## src/hdl/cis_pkg.sv

```systemverilog
// Package of constants and types for the CPU interrupt sequencer.
// Behaviour
// - Any reset leaves interrupts disabled.
// - Divert only with global and individual enable.
// - Peripheral sources also need peripheral-group enable.
// - Flags set regardless of any enable.
// - Take: flush, clear global, push, save, vector.
// - Global clear: events only set flags.
// - Pending interrupt serviced once global set again.
// - Return pops PC, restores context, sets global.
// - Synchronous events reach vector in three-four cycles.
// - Asynchronous events reach vector in three-five cycles.
`default_nettype none
package cis_pkg;

    // ========================================================================
    // Constants
    localparam int PC_W = 15;
    localparam logic [PC_W-1:0] IRQ_VECTOR = 15'h0004;
    localparam logic GIE_RESET = 1'h0;
    localparam logic FLAG_RESET = 1'h0;
    localparam int TAKE_STEPS = 3;

    // ========================================================================
    // Types
    typedef enum logic [3:0] {
        CIS_RUN = 4'h1,
        CIS_FLUSH = 4'h2,
        CIS_SAVE = 4'h4,
        CIS_VECTOR = 4'h8
    } cis_state_t;

    typedef struct packed {
        logic flush;
        logic push_pc;
        logic save_ctx;
        logic load_pc;
        logic pop_pc;
        logic restore_ctx;
    } cis_core_ctl_t;

endpackage
`default_nettype wire

```

## src/hdl/cis_flag_bank.sv

```systemverilog
// Per-source sticky interrupt flags.
`timescale 1ns/1ns
`default_nettype none
module cis_flag_bank #(
    parameter int N_SRC = 8
) (
    // Clock and reset
    input wire logic clk_i,
    input wire logic resetn_i,
    // Events and clears
    input wire logic [N_SRC-1:0] event_i,
    input wire logic [N_SRC-1:0] clear_i,
    // Flags
    output logic [N_SRC-1:0] flag_o
);

    // ========================================================================
    // Flags
    genvar g;
    generate
        for (g = 0; g < N_SRC; g++)
        begin : g_flag
            logic flag_q;
            always_ff @(posedge clk_i or negedge resetn_i)
            begin
                if (!resetn_i)
                    flag_q <= cis_pkg::FLAG_RESET;
                else if (event_i[g])
                    flag_q <= 1'h1;
                else if (clear_i[g])
                    flag_q <= 1'h0;
            end
            assign flag_o[g] = flag_q;
        end
    endgenerate

endmodule
`default_nettype wire

```

## src/hdl/cpu_interrupt_sequencer.sv

```systemverilog
// Interrupt sequencer that diverts the core to the shared vector.
`timescale 1ns/1ns
`default_nettype none
module cis_cpu_interrupt_sequencer #(
    parameter int N_SRC = 8,
    parameter logic [N_SRC-1:0] PERIPH_MASK = {N_SRC{1'b1}}
) (
    // Clock and reset
    input wire logic clk_i,
    input wire logic resetn_i,
    // Instruction cycle strobe from the core
    input wire logic instr_cycle_i,
    // Interrupt sources
    input wire logic [N_SRC-1:0] src_event_i,
    input wire logic [N_SRC-1:0] src_enable_i,
    input wire logic periph_group_irq_enable_i,
    // Firmware access
    input wire logic [N_SRC-1:0] flag_clear_i,
    input wire logic global_irq_enable_wr_i,
    input wire logic global_irq_enable_wdata_i,
    input wire logic return_from_irq_instr_i,
    // Status
    output logic [N_SRC-1:0] irq_flag_o,
    output logic global_irq_enable_o,
    output logic irq_pending_o,
    output logic in_service_o,
    // Core control
    output cis_pkg::cis_core_ctl_t core_ctl_o,
    output logic [cis_pkg::PC_W-1:0] vector_pc_o
);

    // ========================================================================
    // Parameter check
    generate
        if (N_SRC < 1 || N_SRC > 64)
        begin : g_bad
            $error("N_SRC must lie between 1 and 64.");
        end
    endgenerate

    // ========================================================================
    // Flags
    logic [N_SRC-1:0] flag_w;
    logic [N_SRC-1:0] flag_q;

    cis_flag_bank #(
        .N_SRC(N_SRC)
    ) u_flags (
        .clk_i(clk_i),
        .resetn_i(resetn_i),
        .event_i(src_event_i),
        .clear_i(flag_clear_i),
        .flag_o(flag_w)
    );

    // ========================================================================
    // Request forming
    logic [N_SRC-1:0] group_ok_w;
    logic [N_SRC-1:0] src_req_w;
    logic any_req_w;
    logic gie_q;
    logic gie_d;
    logic take_w;

    assign group_ok_w = ~PERIPH_MASK | {N_SRC{periph_group_irq_enable_i}};
    assign src_req_w = flag_q & src_enable_i & group_ok_w;
    assign any_req_w = |src_req_w;

    // ========================================================================
    // Sequencer
    cis_pkg::cis_state_t state_q;
    cis_pkg::cis_state_t state_d;
    logic in_service_q;
    logic in_service_d;
    cis_pkg::cis_core_ctl_t ctl_q;
    cis_pkg::cis_core_ctl_t ctl_d;
    logic ret_w;

    // Pending requests wait here while the global enable is clear.
    assign take_w = instr_cycle_i && gie_q && any_req_w
                    && (state_q == cis_pkg::CIS_RUN);
    assign ret_w = return_from_irq_instr_i && (state_q == cis_pkg::CIS_RUN);

    always_comb
    begin
        state_d = state_q;
        in_service_d = in_service_q;
        ctl_d = '0;
        case (state_q)
            cis_pkg::CIS_RUN:
            begin
                if (take_w)
                begin
                    state_d = cis_pkg::CIS_FLUSH;
                    ctl_d.flush = 1'h1;
                end
                else if (ret_w)
                begin
                    in_service_d = 1'h0;
                    ctl_d.pop_pc = 1'h1;
                    ctl_d.restore_ctx = 1'h1;
                end
            end
            cis_pkg::CIS_FLUSH:
            begin
                if (instr_cycle_i)
                begin
                    state_d = cis_pkg::CIS_SAVE;
                    ctl_d.push_pc = 1'h1;
                    ctl_d.save_ctx = 1'h1;
                end
            end
            cis_pkg::CIS_SAVE:
            begin
                if (instr_cycle_i)
                begin
                    state_d = cis_pkg::CIS_VECTOR;
                    ctl_d.load_pc = 1'h1;
                end
            end
            cis_pkg::CIS_VECTOR:
            begin
                state_d = cis_pkg::CIS_RUN;
                in_service_d = 1'h1;
            end
            default:
            begin
                state_d = cis_pkg::CIS_RUN;
            end
        endcase
    end

    // ========================================================================
    // Global enable
    always_comb
    begin
        gie_d = gie_q;
        if (global_irq_enable_wr_i)
            gie_d = global_irq_enable_wdata_i;
        if (ret_w && !take_w)
            gie_d = 1'h1;
        if (take_w)
            gie_d = 1'h0;
    end

    // ========================================================================
    // Registers
    always_ff @(posedge clk_i or negedge resetn_i)
    begin
        if (!resetn_i)
        begin
            gie_q <= cis_pkg::GIE_RESET;
            state_q <= cis_pkg::CIS_RUN;
            in_service_q <= 1'h0;
            ctl_q <= '0;
            flag_q <= '0;
        end
        else
        begin
            gie_q <= gie_d;
            state_q <= state_d;
            in_service_q <= in_service_d;
            ctl_q <= ctl_d;
            flag_q <= flag_w;
        end
    end

    // ========================================================================
    // Outputs
    logic pending_q;
    logic [cis_pkg::PC_W-1:0] vector_q;

    always_ff @(posedge clk_i or negedge resetn_i)
    begin
        if (!resetn_i)
        begin
            pending_q <= 1'h0;
            vector_q <= cis_pkg::IRQ_VECTOR;
        end
        else
        begin
            pending_q <= any_req_w;
            vector_q <= cis_pkg::IRQ_VECTOR;
        end
    end

    assign irq_flag_o = flag_q;
    assign global_irq_enable_o = gie_q;
    assign irq_pending_o = pending_q;
    assign in_service_o = in_service_q;
    assign core_ctl_o = ctl_q;
    assign vector_pc_o = vector_q;

endmodule
`default_nettype wire

```

## config.mk

```make
export PLATFORM = sky130hd
export DESIGN_NAME = cis_cpu_interrupt_sequencer
export DESIGN_NICKNAME = d
export VERILOG_FILES = /design/src/hdl/cis_pkg.sv /design/src/hdl/cis_flag_bank.sv /design/src/hdl/cpu_interrupt_sequencer.sv
export SDC_FILE = /design/constraint.sdc
export NUM_CORES = 1
export LEC_CHECK = 0
export CORE_MARGIN = 10
export CORE_UTILIZATION = 48
export DETAILED_ROUTE_END_ITERATION = 8
export DONT_BUFFER_PORTS = 1
export PLACE_DENSITY = 0.7
export SYNTH_ARGS = -nofsm -noshare
export SYNTH_HDL_FRONTEND = slang
export SYNTH_SLANG_ARGS = --single-unit
```

## constraint.sdc

```tcl
create_clock -name clk_i -period 2 [get_ports clk_i]
set_input_delay 0.2 -clock clk_i [delete_from_list [all_inputs] [get_ports clk_i]]
set_output_delay 0.2 -clock clk_i [all_outputs]
set_load 0.03 [all_outputs]
```

==> results of run 1 <==
==> power by group through the flow <==
stage	Sequential, mW	Clock [mW]	Combinational [mW]
final	0.670	0.227	0.139
after global routing	0.679	0.259	0.151
after CTS	0.672	0.234	0.138
after detailed placement	0.683	0	0.105
after global placement	0.680	0	0.103
after floorplan	0.666	0	0.127
==> routing by layer <==
| metal | global-route usage | vias to the layer above | routed length, um |
|---|---|---|---|
| met2 | 0.157 | 39 | 1090 |
| met1 | 0.0962 | 300 | 772 |
| met5 | 0 | - | 0 |
| met4 | 0.0327 | 0 | 34 |
| met3 | 0.0451 | 4 | 350 |
| li1 | - | 308 | - |
==> worst paths after layout <==
path | to | slack [ns]
max | in_service_o | 0.39
min | u_flags.g_flag[5].flag_q | 0.04
max reg2reg | in_service_o | 0.39
min reg2reg | irq_flag_o[1] | 0.39
max in group asynchronous | state_q[0] | 1.48
min in group asynchronous | u_flags.g_flag[0].flag_q | 0.30
==> synth_stat cells <==
cell type	n
conb_1	2
nand3b_1	2
nand2_1	2
a21oi_1	2
nor2b_1	1
nand4b_1	1
nor3_2	1
mux2i_1	1
nor2_1	4
and4b_1	3
o41ai_4	1
dfrtp_1	26
o22a_1	1
a22o_1	4
nor4b_1	1
dfstp_2	1
o21bai_1	1
nor3_1	1
inv_1	9
nor2_2	1
buf_4	17
or4b_1	1
nor3b_1	1
a21o_1	8
==> placed cells by master (no fill, tap or decap), types with 2 or more instances in the layout <==
cell           instances
nand3b_1               2
clkbuf_4               3
inv_1                  9
nand2_1                2
a22o_1                 4
a21oi_1                2
nor2_1                 4
and4b_1                3
dlygate4sd3_1         11
conb_1                15
dfrtp_1               26
a21o_1                 8
==> kinds of logic (layout without fill, tap and decap cells) <==
kind of cell	count (synthesis)	after routing
flops	27	27
buf+inv	26	26
simple gates	19	19
compound gates	17	17
other cells	2	15
mux	1	1
==> through the flow <==
stage | utilization | hold WS [ns] | area (um^2) | setup WS, ns | power (mW)
2_1_floorplan | - | -0.0956 | 1180 | 0.441 | 0.793
3_3_place_gp | 0.492 | -0.0948 | 1100 | 0.402 | 0.784
3_5_place_dp | 0.492 | -0.0948 | 1100 | 0.387 | 0.788
4_1_cts | 0.562 | 0.0289 | 1250 | 0.370 | 1.04
5_1_grt | 0.562 | 0.0208 | 1250 | 0.305 | 1.09
6_report | 0.562 | 0.0362 | 1250 | 0.386 | 1.03
==> layout make-up <==
cell class	count	area, um^2	area share
flip-flops and latches	27	677	0.539
inverters	9	33.8	0.0269
well taps	28	35.0	0.0279
clock buffers	4	26.3	0.0209
multi-input cells	52	345	0.275
repair buffers	13	138	0.110
==> registers in the layout, indices dropped and copies added, names as in the netlist <==
signal                 flops
core_ctl_o                 4
global_irq_enable_o        1
in_service_o               1
irq_flag_o                 8
irq_pending_o              1
state_q                    4
u_flags.g_flag.flag_q      8
==> what timing repair did <==
item                      in CTS  in global routing
hold endpoints to repair      37                  0
hold buffers                  12                  0
resized for setup              0                  0
==> reports/summary.txt, run 1 <==
Slew headroom = 0.640
Net Switching = 0.319 mW
DRC viols = 0
Top cell type's share of synthesized area = 0.573
R2R cell count = 4
FMAX = 619 MHz
H-tree levels = 1
Starting DRT DRC Count = 9
Maximum buffer depth of the clock tree = 2
Slowest CP cell = dfrtp_1
Worst Max-Slew Pin Slew = 0.541 ns
Yosys warns = 0
DP Wirelength = 1.76 mm
Min-Delay Path Class = in -> reg
Sw Ratio = 0.308
Avg Synthesized Cell Area = 12.3 um^2
Setup Fix Bufs, Post-CTS = 0
Largest net degree at the start of global routing = 28
Min-delay src = flag_clear_i[5]
Top cells by area, synth = dfrtp_1 57%, buf_4 11%, a21o_1 5.3%
Die width = 68.6 um
CTS buffer count = 3
Slew Viols, Final = 0
Dpl cells = 117
Hold Crit Depth = 2
Die Ht = 68.6 um
Yosys cell types = 24
CP required = 2.21 ns
Vias per cell = 4.89
Fill cell count = 195
Worst setup path startpoint = irq_flag_o[4]
MaxCap Viol Count = 0
DR pass1 iterations = 3
Root Buffer = clkbuf_4
GR Overflow Total = 0
Sum Neg Setup Slack = 0 ns
Register area share after synthesis = 0.596
Status = finished clean
Initial Util = 0.508
Worst skew pair latency = 0.31 ns
Final cell count without fillers = 133
Crit. path cell count = 4
Vias in the first global route = 708
Clock Power Share = 0.219
# IOs = 63
Largest area contributor in the netlist = dfrtp_1
Int Pwr = 0.716 mW
Setup violators final = 0
Clk sinks = 27
Synth Area in XOR/XNOR = 0
Routed wire length = 2.24 mm
Logic pwr share = 0.134
#FFs+latches synth = 27
Die ar. = 0.00471 mm^2
Mapped Area = 0.00113 mm^2
Startpoint types = flip-flop
CP max stage delay = 0.52 ns
Post-synthesis compound-gate area fraction = 0.131
Clock skew = 0.00634 ns
TritonCTS clock tree = built
First-pass GRT wire length = 3.29 mm
Buf/Inv on CP = 0
Crit-path cells = a22o_1 > o41ai_4 > nor2_2 > o22a_1
# nets final = 137
Antenna cells = 0
WL/cell = 16.9 um
Critical path class = reg -> reg
GRT Util Overall = 0.0919
Number of routed nets with antenna violations = 0
Largest vdd supply drop = 0.000629 V
Part of the power in registers = 0.647
Simple-Gate Fraction of Synth Area = 0.115
Final hold viol count = 0
Cells after Synth = 92
Pleak = 0.626 nW
Initial antenna violation count = 0
CP delay by family, top = compound AO/OA/AOI/OAI gates
Reg2reg start = irq_flag_o[4]
Layout cells sized above 1 = 0.0857
Buffers on Ports = 0
Period utilization = 0.807
RSZ-0062 raised after global routing = no
Pwr Density = 825 mW/mm^2
GP Congestion = 0.850
Core ar. = 0.00223 mm^2
Row cnt = 17
Worst setup EP type = flip-flop
CP max FO = 3
Syn-to-layout area delta = 10.6%
Arrival @ worst endpoint = 1.83 ns
Mux cell area share after synthesis = 0.00882
Clk slew on worst S/H paths = 0.14 ns
Routed vias = 651
Minimum clock period = 1.61 ns
Largest family of logic cells by synthesized area = buffers and inverters
Synthesized-area fraction occupied by adder cells = 0
(Power assumes the default switching activity.)
==> inputs of run 2 (changes only) <==
--- a/config.mk
+++ b/config.mk
@@ -5,11 +5,12 @@
 export SDC_FILE = /design/constraint.sdc
 export NUM_CORES = 1
 export LEC_CHECK = 0
+export ABC_AREA = 1
 export CORE_MARGIN = 10
 export CORE_UTILIZATION = 48
 export DETAILED_ROUTE_END_ITERATION = 8
 export DONT_BUFFER_PORTS = 1
-export PLACE_DENSITY = 0.7
+export PLACE_DENSITY = 0.72
 export SYNTH_ARGS = -nofsm -noshare
 export SYNTH_HDL_FRONTEND = slang
 export SYNTH_SLANG_ARGS = --single-unit
==> constraint.sdc (replaced) <==
create_clock -name clk_i -period 1.4 [get_ports clk_i]
set_input_delay 0.14 -clock clk_i [delete_from_list [all_inputs] [get_ports clk_i]]
set_output_delay 0.14 -clock clk_i [all_outputs]
set_load 0.03 [all_outputs]
==> reports/summary.txt, run 2 <==
Status = finished clean
Commonest non-fill, non-tap cell in the layout = dfrtp_1
DP Wirelength = 1.96 mm
Simple-Gate Fraction of Synth Area = 0.143
Synthesized-area fraction occupied by adder cells = 0
Routed wire length = 2.56 mm
Die ar. = 0.00470 mm^2
TritonCTS clock tree = built
Largest net degree at the start of global routing = 28
Net Switching = 0.593 mW
Most frequent cells in the layout = 26 x dfrtp_1, 20 x dlygate4sd3_1, 19 x nand2_1, 15 x inv_1, 15 x conb_1
Arrival @ worst endpoint = 1.42 ns
Routed vias = 771
Yosys warns = 0
Initial antenna violation count = 0
Slew Viols, Final = 0
RSZ-0062 raised after global routing = no
Period utilization = 0.865
Register area share after synthesis = 0.598
First-pass GRT wire length = 3.99 mm
GP Congestion = 0.811
Top cell type's share of synthesized area = 0.575
Cell with the most instances after synthesis = dfrtp_1
Setup violators final = 0
Vias per cell = 4.59
Top cells by area, synth = dfrtp_1 58%, buf_4 11%, nand2_1 6.3%
WL/cell = 15.2 um
Maximum buffer depth of the clock tree = 2
Root Buffer = clkbuf_4
Largest vdd supply drop = 0.000755 V
Synth Area in XOR/XNOR = 0
Slew headroom = 0.642
Int Pwr = 1.14 mW
Largest area contributor in the netlist = dfrtp_1
# IOs = 63
Yosys cell types = 19
Worst setup EP type = flip-flop
Slowest CP cell = dfrtp_1
Min-Delay Path Class = in -> reg
H-tree levels = 1
Starting DRT DRC Count = 11
Avg Synthesized Cell Area = 10.3 um^2
Vias in the first global route = 896
CP max FO = 4
DRC viols = 0
Critical path class = reg -> reg
# nets final = 172
EDFF count, synth = 0
Initial Util = 0.506
Die Ht = 68.5 um
Antenna cells = 0
Buffers on Ports = 0
Worst skew pair latency = 0.31 ns
Part of the power in registers = 0.571
Clk slew on worst S/H paths = 0.13 ns
GR Overflow Total = 0
FMAX = 826 MHz
Minimum clock period = 1.21 ns
#FFs+latches synth = 27
Core ar. = 0.00223 mm^2
Number of routed nets with antenna violations = 0
Largest family of logic cells by synthesized area = buffers and inverters
Clock Power Share = 0.182
Startpoint types = flip-flop
Most frequent cells after synthesis = 26 x dfrtp_1, 19 x nand2_1, 17 x buf_4, 15 x inv_1, 9 x o21bai_1
Clk sinks = 27
Pwr Density = 1240 mW/mm^2
GRT Util Overall = 0.113
Clock skew = 0.00534 ns
Crit-path cells = nor2_2 > nand2_2 > nor2_4 > nand4_2 > o21ai_1 > inv_1
Share of flip-flops with an asynchronous set or reset = 1.00
MaxCap Viol Count = 0
Die width = 68.5 um
Resize count post-CTS = 0
Final hold viol count = 0
CP max stage delay = 0.42 ns
Setup Fix Bufs, Post-CTS = 0
Cells after Synth = 110
Post-synthesis compound-gate area fraction = 0.0796
CP required = 1.61 ns
CTS buffer count = 3
Layout cells sized above 1 = 0.136
Sw Ratio = 0.342
Final instance area = 0.00140 mm^2
Pleak = 0.743 nW
Logic pwr share = 0.247
Row cnt = 17
Main flop type after synthesis = dfrtp_1
Worst Max-Slew Pin Slew = 0.537 ns
Mux cell area share after synthesis = 0.00996
Placed Area = 0.00115 mm^2
Sum Neg Setup Slack = 0 ns
Syn-to-layout area delta = 23.9%
DR pass1 iterations = 4
Mapped Area = 0.00113 mm^2
run 2: metrics by stage:
| stage | setup slack [ns] | utilization | total power, mW | cells | hold WS [ns] |
|---|---|---|---|---|---|
| finish | 0.189 | 0.627 | 1.73 | 168 | 0.0684 |
| global route | 0.0409 | 0.627 | 1.84 | 168 | 0.0641 |
| CTS | 0.186 | 0.627 | 1.74 | 168 | 0.0636 |
| detailed placement | 0.201 | 0.517 | 1.36 | 143 | -0.155 |
| global placement | 0.293 | 0.517 | 1.34 | 143 | -0.155 |
| floorplan | 0.204 | - | 1.31 | 123 | -0.156 |
run 2: final timing paths:
path | start | cells past startpoint | to | slack (ns)
setup / recovery | state_q[3] | 6 | global_irq_enable_o | 0.19
hold / removal | periph_group_irq_enable_i | 3 | state_q[0] | 0.07
setup reg to reg | state_q[3] | 6 | global_irq_enable_o | 0.19
hold reg to reg | u_flags.g_flag[4].flag_q | 0 | irq_flag_o[4] | 0.39
max in group asynchronous | resetn_i | 2 | state_q[0] | 0.93
min in group asynchronous | resetn_i | 2 | u_flags.g_flag[4].flag_q | 0.24
run 2: what timing repair did:
item | in CTS | in global routing
endpoints found under the setup margin | 0 | 0
endpoints found under the hold margin | 43 | 0
hold buffers | 21 | 0
run 2: cell families after synthesis:
group	Yosys count
compound gates	13
buf+inv	32
flops	27
mux	1
other cells	2
simple gates	35
run 2: power groups by stage:
stage,registers (mW),clock network (mW),logic (mW)
final,0.991,0.315,0.428
after floorplan,1.02,0,0.281
after CTS,0.990,0.320,0.426
after global placement,1.00,0,0.337
after detailed placement,1.01,0,0.353
after global routing,1.00,0.371,0.466
run 2: metal layers:
metal,GRT usage,routed length (um)
met4,0.0603,34
met3,0.0499,366
met1,0.104,783
met2,0.205,1380
met5,0,0
run 2: layout make-up:
| cell class | count | area [um^2] |
|---|---|---|
| fill | 189 | 832 |
| sequential | 27 | 677 |
| multi-input combinational | 64 | 319 |
| timing repair buffer | 30 | 288 |
| inverter | 15 | 56.3 |
| tap | 28 | 35.0 |
| clock buffer | 4 | 26.3 |
run 2: critical path: cells and delay by family, from the launching register on:
kind                   cells  cell delay, ns
buffers and inverters      1            0.07
AO/OA/AOI/OAI              1            0.12
AND/OR/NAND/NOR            4            0.51
flip-flops                 1            0.42
==> inputs of run 3 (changes only) <==
--- a/config.mk
+++ b/config.mk
@@ -10,7 +10,8 @@
 export CORE_UTILIZATION = 48
 export DETAILED_ROUTE_END_ITERATION = 8
 export DONT_BUFFER_PORTS = 1
-export PLACE_DENSITY = 0.72
+export HOLD_SLACK_MARGIN = 0.03
+export PLACE_DENSITY = 0.7
 export SYNTH_ARGS = -nofsm -noshare
 export SYNTH_HDL_FRONTEND = slang
 export SYNTH_SLANG_ARGS = --single-unit
==> constraint.sdc (replaced) <==
create_clock -name clk_i -period 1.3 [get_ports clk_i]
set_input_delay 0.13 -clock clk_i [delete_from_list [all_inputs] [get_ports clk_i]]
set_output_delay 0.13 -clock clk_i [all_outputs]
set_load 0.03 [all_outputs]
==> reports/summary.txt, run 3 (same netlist as run 2, synthesis figures left out) <==
Status = finished clean
CTS buffer count = 3
First-pass GRT wire length = 3.86 mm
MaxCap Viol Count = 0
DRC viols = 0
Die Ht = 68.5 um
Vias per cell = 4.45
Largest net degree at the start of global routing = 28
Startpoint types = flip-flop
Critical path class = reg -> reg
Initial antenna violation count = 0
R2R cell count = 3
Min-Delay Path Class = in -> reg
Syn-to-layout area delta = 24.0%
Die ar. = 0.00470 mm^2
Clk sinks = 27
CP max stage delay = 0.57 ns
Critical Path End = u_flags.g_flag[4].flag_q
Slowest CP cell = dlygate4sd3_1
WL/cell = 14.9 um
Maximum buffer depth of the clock tree = 2
Sum Neg Setup Slack = 0 ns
Row cnt = 17
RSZ-0062 raised after global routing = no
Layout cells sized above 1 = 0.143
R2r endpoint = u_flags.g_flag[4].flag_q
Worst setup path startpoint = u_flags.g_flag[4].flag_q
FMAX = 831 MHz
# nets final = 172
GRT Util Overall = 0.109
Slew Viols, Final = 0
Final instance area = 0.00140 mm^2
Commonest non-fill, non-tap cell in the layout = dfrtp_1
Core ar. = 0.00223 mm^2
Fill cell count = 180
Worst hold slack = 0.0531 ns
Arrival @ worst endpoint = 1.42 ns
GP Congestion = 0.735
Crit. path cell count = 3
Final hold viol count = 0
CP max FO = 2
TritonCTS clock tree = built
# IOs = 63
Minimum clock period = 1.20 ns
Starting DRT DRC Count = 23
Clock skew = 0.00640 ns
DR pass1 iterations = 3
DP Wirelength = 1.85 mm
Total power = 1.86 mW
Vias in the first global route = 840
Register-to-Register Setup Slack = 0.1 ns
CP required = 1.51 ns
Placed Area = 0.00115 mm^2
Routed vias = 747
Die width = 68.5 um
Root Buffer = clkbuf_4
Worst Max-Slew Pin Slew = 0.532 ns
Clk slew on worst S/H paths = 0.14 ns
Largest vdd supply drop = 0.000740 V
Period utilization = 0.925
Pleak = 0.746 nW
Worst setup EP type = flip-flop
Number of routed nets with antenna violations = 0
Resize count post-CTS = 0
Antenna cells = 0
CP delay by family, top = buffers and inverters
Reg2reg start = u_flags.g_flag[4].flag_q
GR Overflow Total = 0
Crit-path cells = inv_1 > o21bai_1 > dlygate4sd3_1
Most frequent cells in the layout = 26 x dfrtp_1, 20 x dlygate4sd3_1, 19 x nand2_1, 15 x inv_1, 15 x conb_1
H-tree levels = 1
Slew headroom = 0.645
Buffers on Ports = 0
Reg area = 677 um^2
Routed wire length = 2.50 mm
Multi-input combinational cell area = 319 um^2
Pwr Density = 1330 mW/mm^2
Initial Util = 0.506
Buf/Inv on CP = 2
Worst skew pair latency = 0.31 ns
Setup violators final = 0
## run 3: cell type report
type                    count  area share
well taps                  28      0.0250
repair buffers             30       0.205
multi-input cells          64       0.227
clock buffers               3      0.0161
clock inverters             1     0.00357
inverters                  15      0.0401
flip-flops and latches     27       0.483
## run 3: repair_timing
action / 4_1_cts / 5_1_grt
hold buffers: 21 / 0
buffers inserted: 0 / 0
endpoints found under the hold margin: 45 / 0
## run 3: report_power, final
group	leakage, nW	internal, mW	switching (mW)
clock network	0.0177	0.115	0.238
registers	0.315	0.937	0.127
logic	0.413	0.173	0.274
total	0.746	1.22	0.639
## run 3: how the worst min path moves through the flow
stage	to	cells past startpoint	slack, ns	startpoint
floorplan	core_ctl_o[1]	0	-0.17	resetn_i
global placement	u_flags.g_flag[4].flag_q	0	-0.16	resetn_i
detailed placement	u_flags.g_flag[4].flag_q	0	-0.16	resetn_i
CTS	global_irq_enable_o	3	0.05	global_irq_enable_wdata_i
global route	global_irq_enable_o	3	0.04	global_irq_enable_wdata_i
finish	global_irq_enable_o	3	0.05	global_irq_enable_wdata_i
## run 3: metal layers
metal  up-vias  wire, um  track usage
met2        35      1330        0.206
met4         0        16       0.0377
met5         -         0            0
li1        366         -            -
met3         2       366       0.0451
met1       344       780        0.102
## run 3: tightest hold or removal path: cells and delay by family
kind,cells,cell delay (ns)
buf+inv,1,0.04
mux,1,0.12
compound gates,1,0.05
## run 3: per-stage QoR
| step | utilization | worst slack (ns) | instances |
|---|---|---|---|
| after floorplan | - | 0.104 | 123 |
| after global placement | 0.517 | 0.185 | 143 |
| after detailed placement | 0.517 | 0.157 | 143 |
| after CTS | 0.628 | 0.128 | 168 |
| after global routing | 0.628 | 0.00730 | 168 |
| final | 0.628 | 0.0974 | 168 |
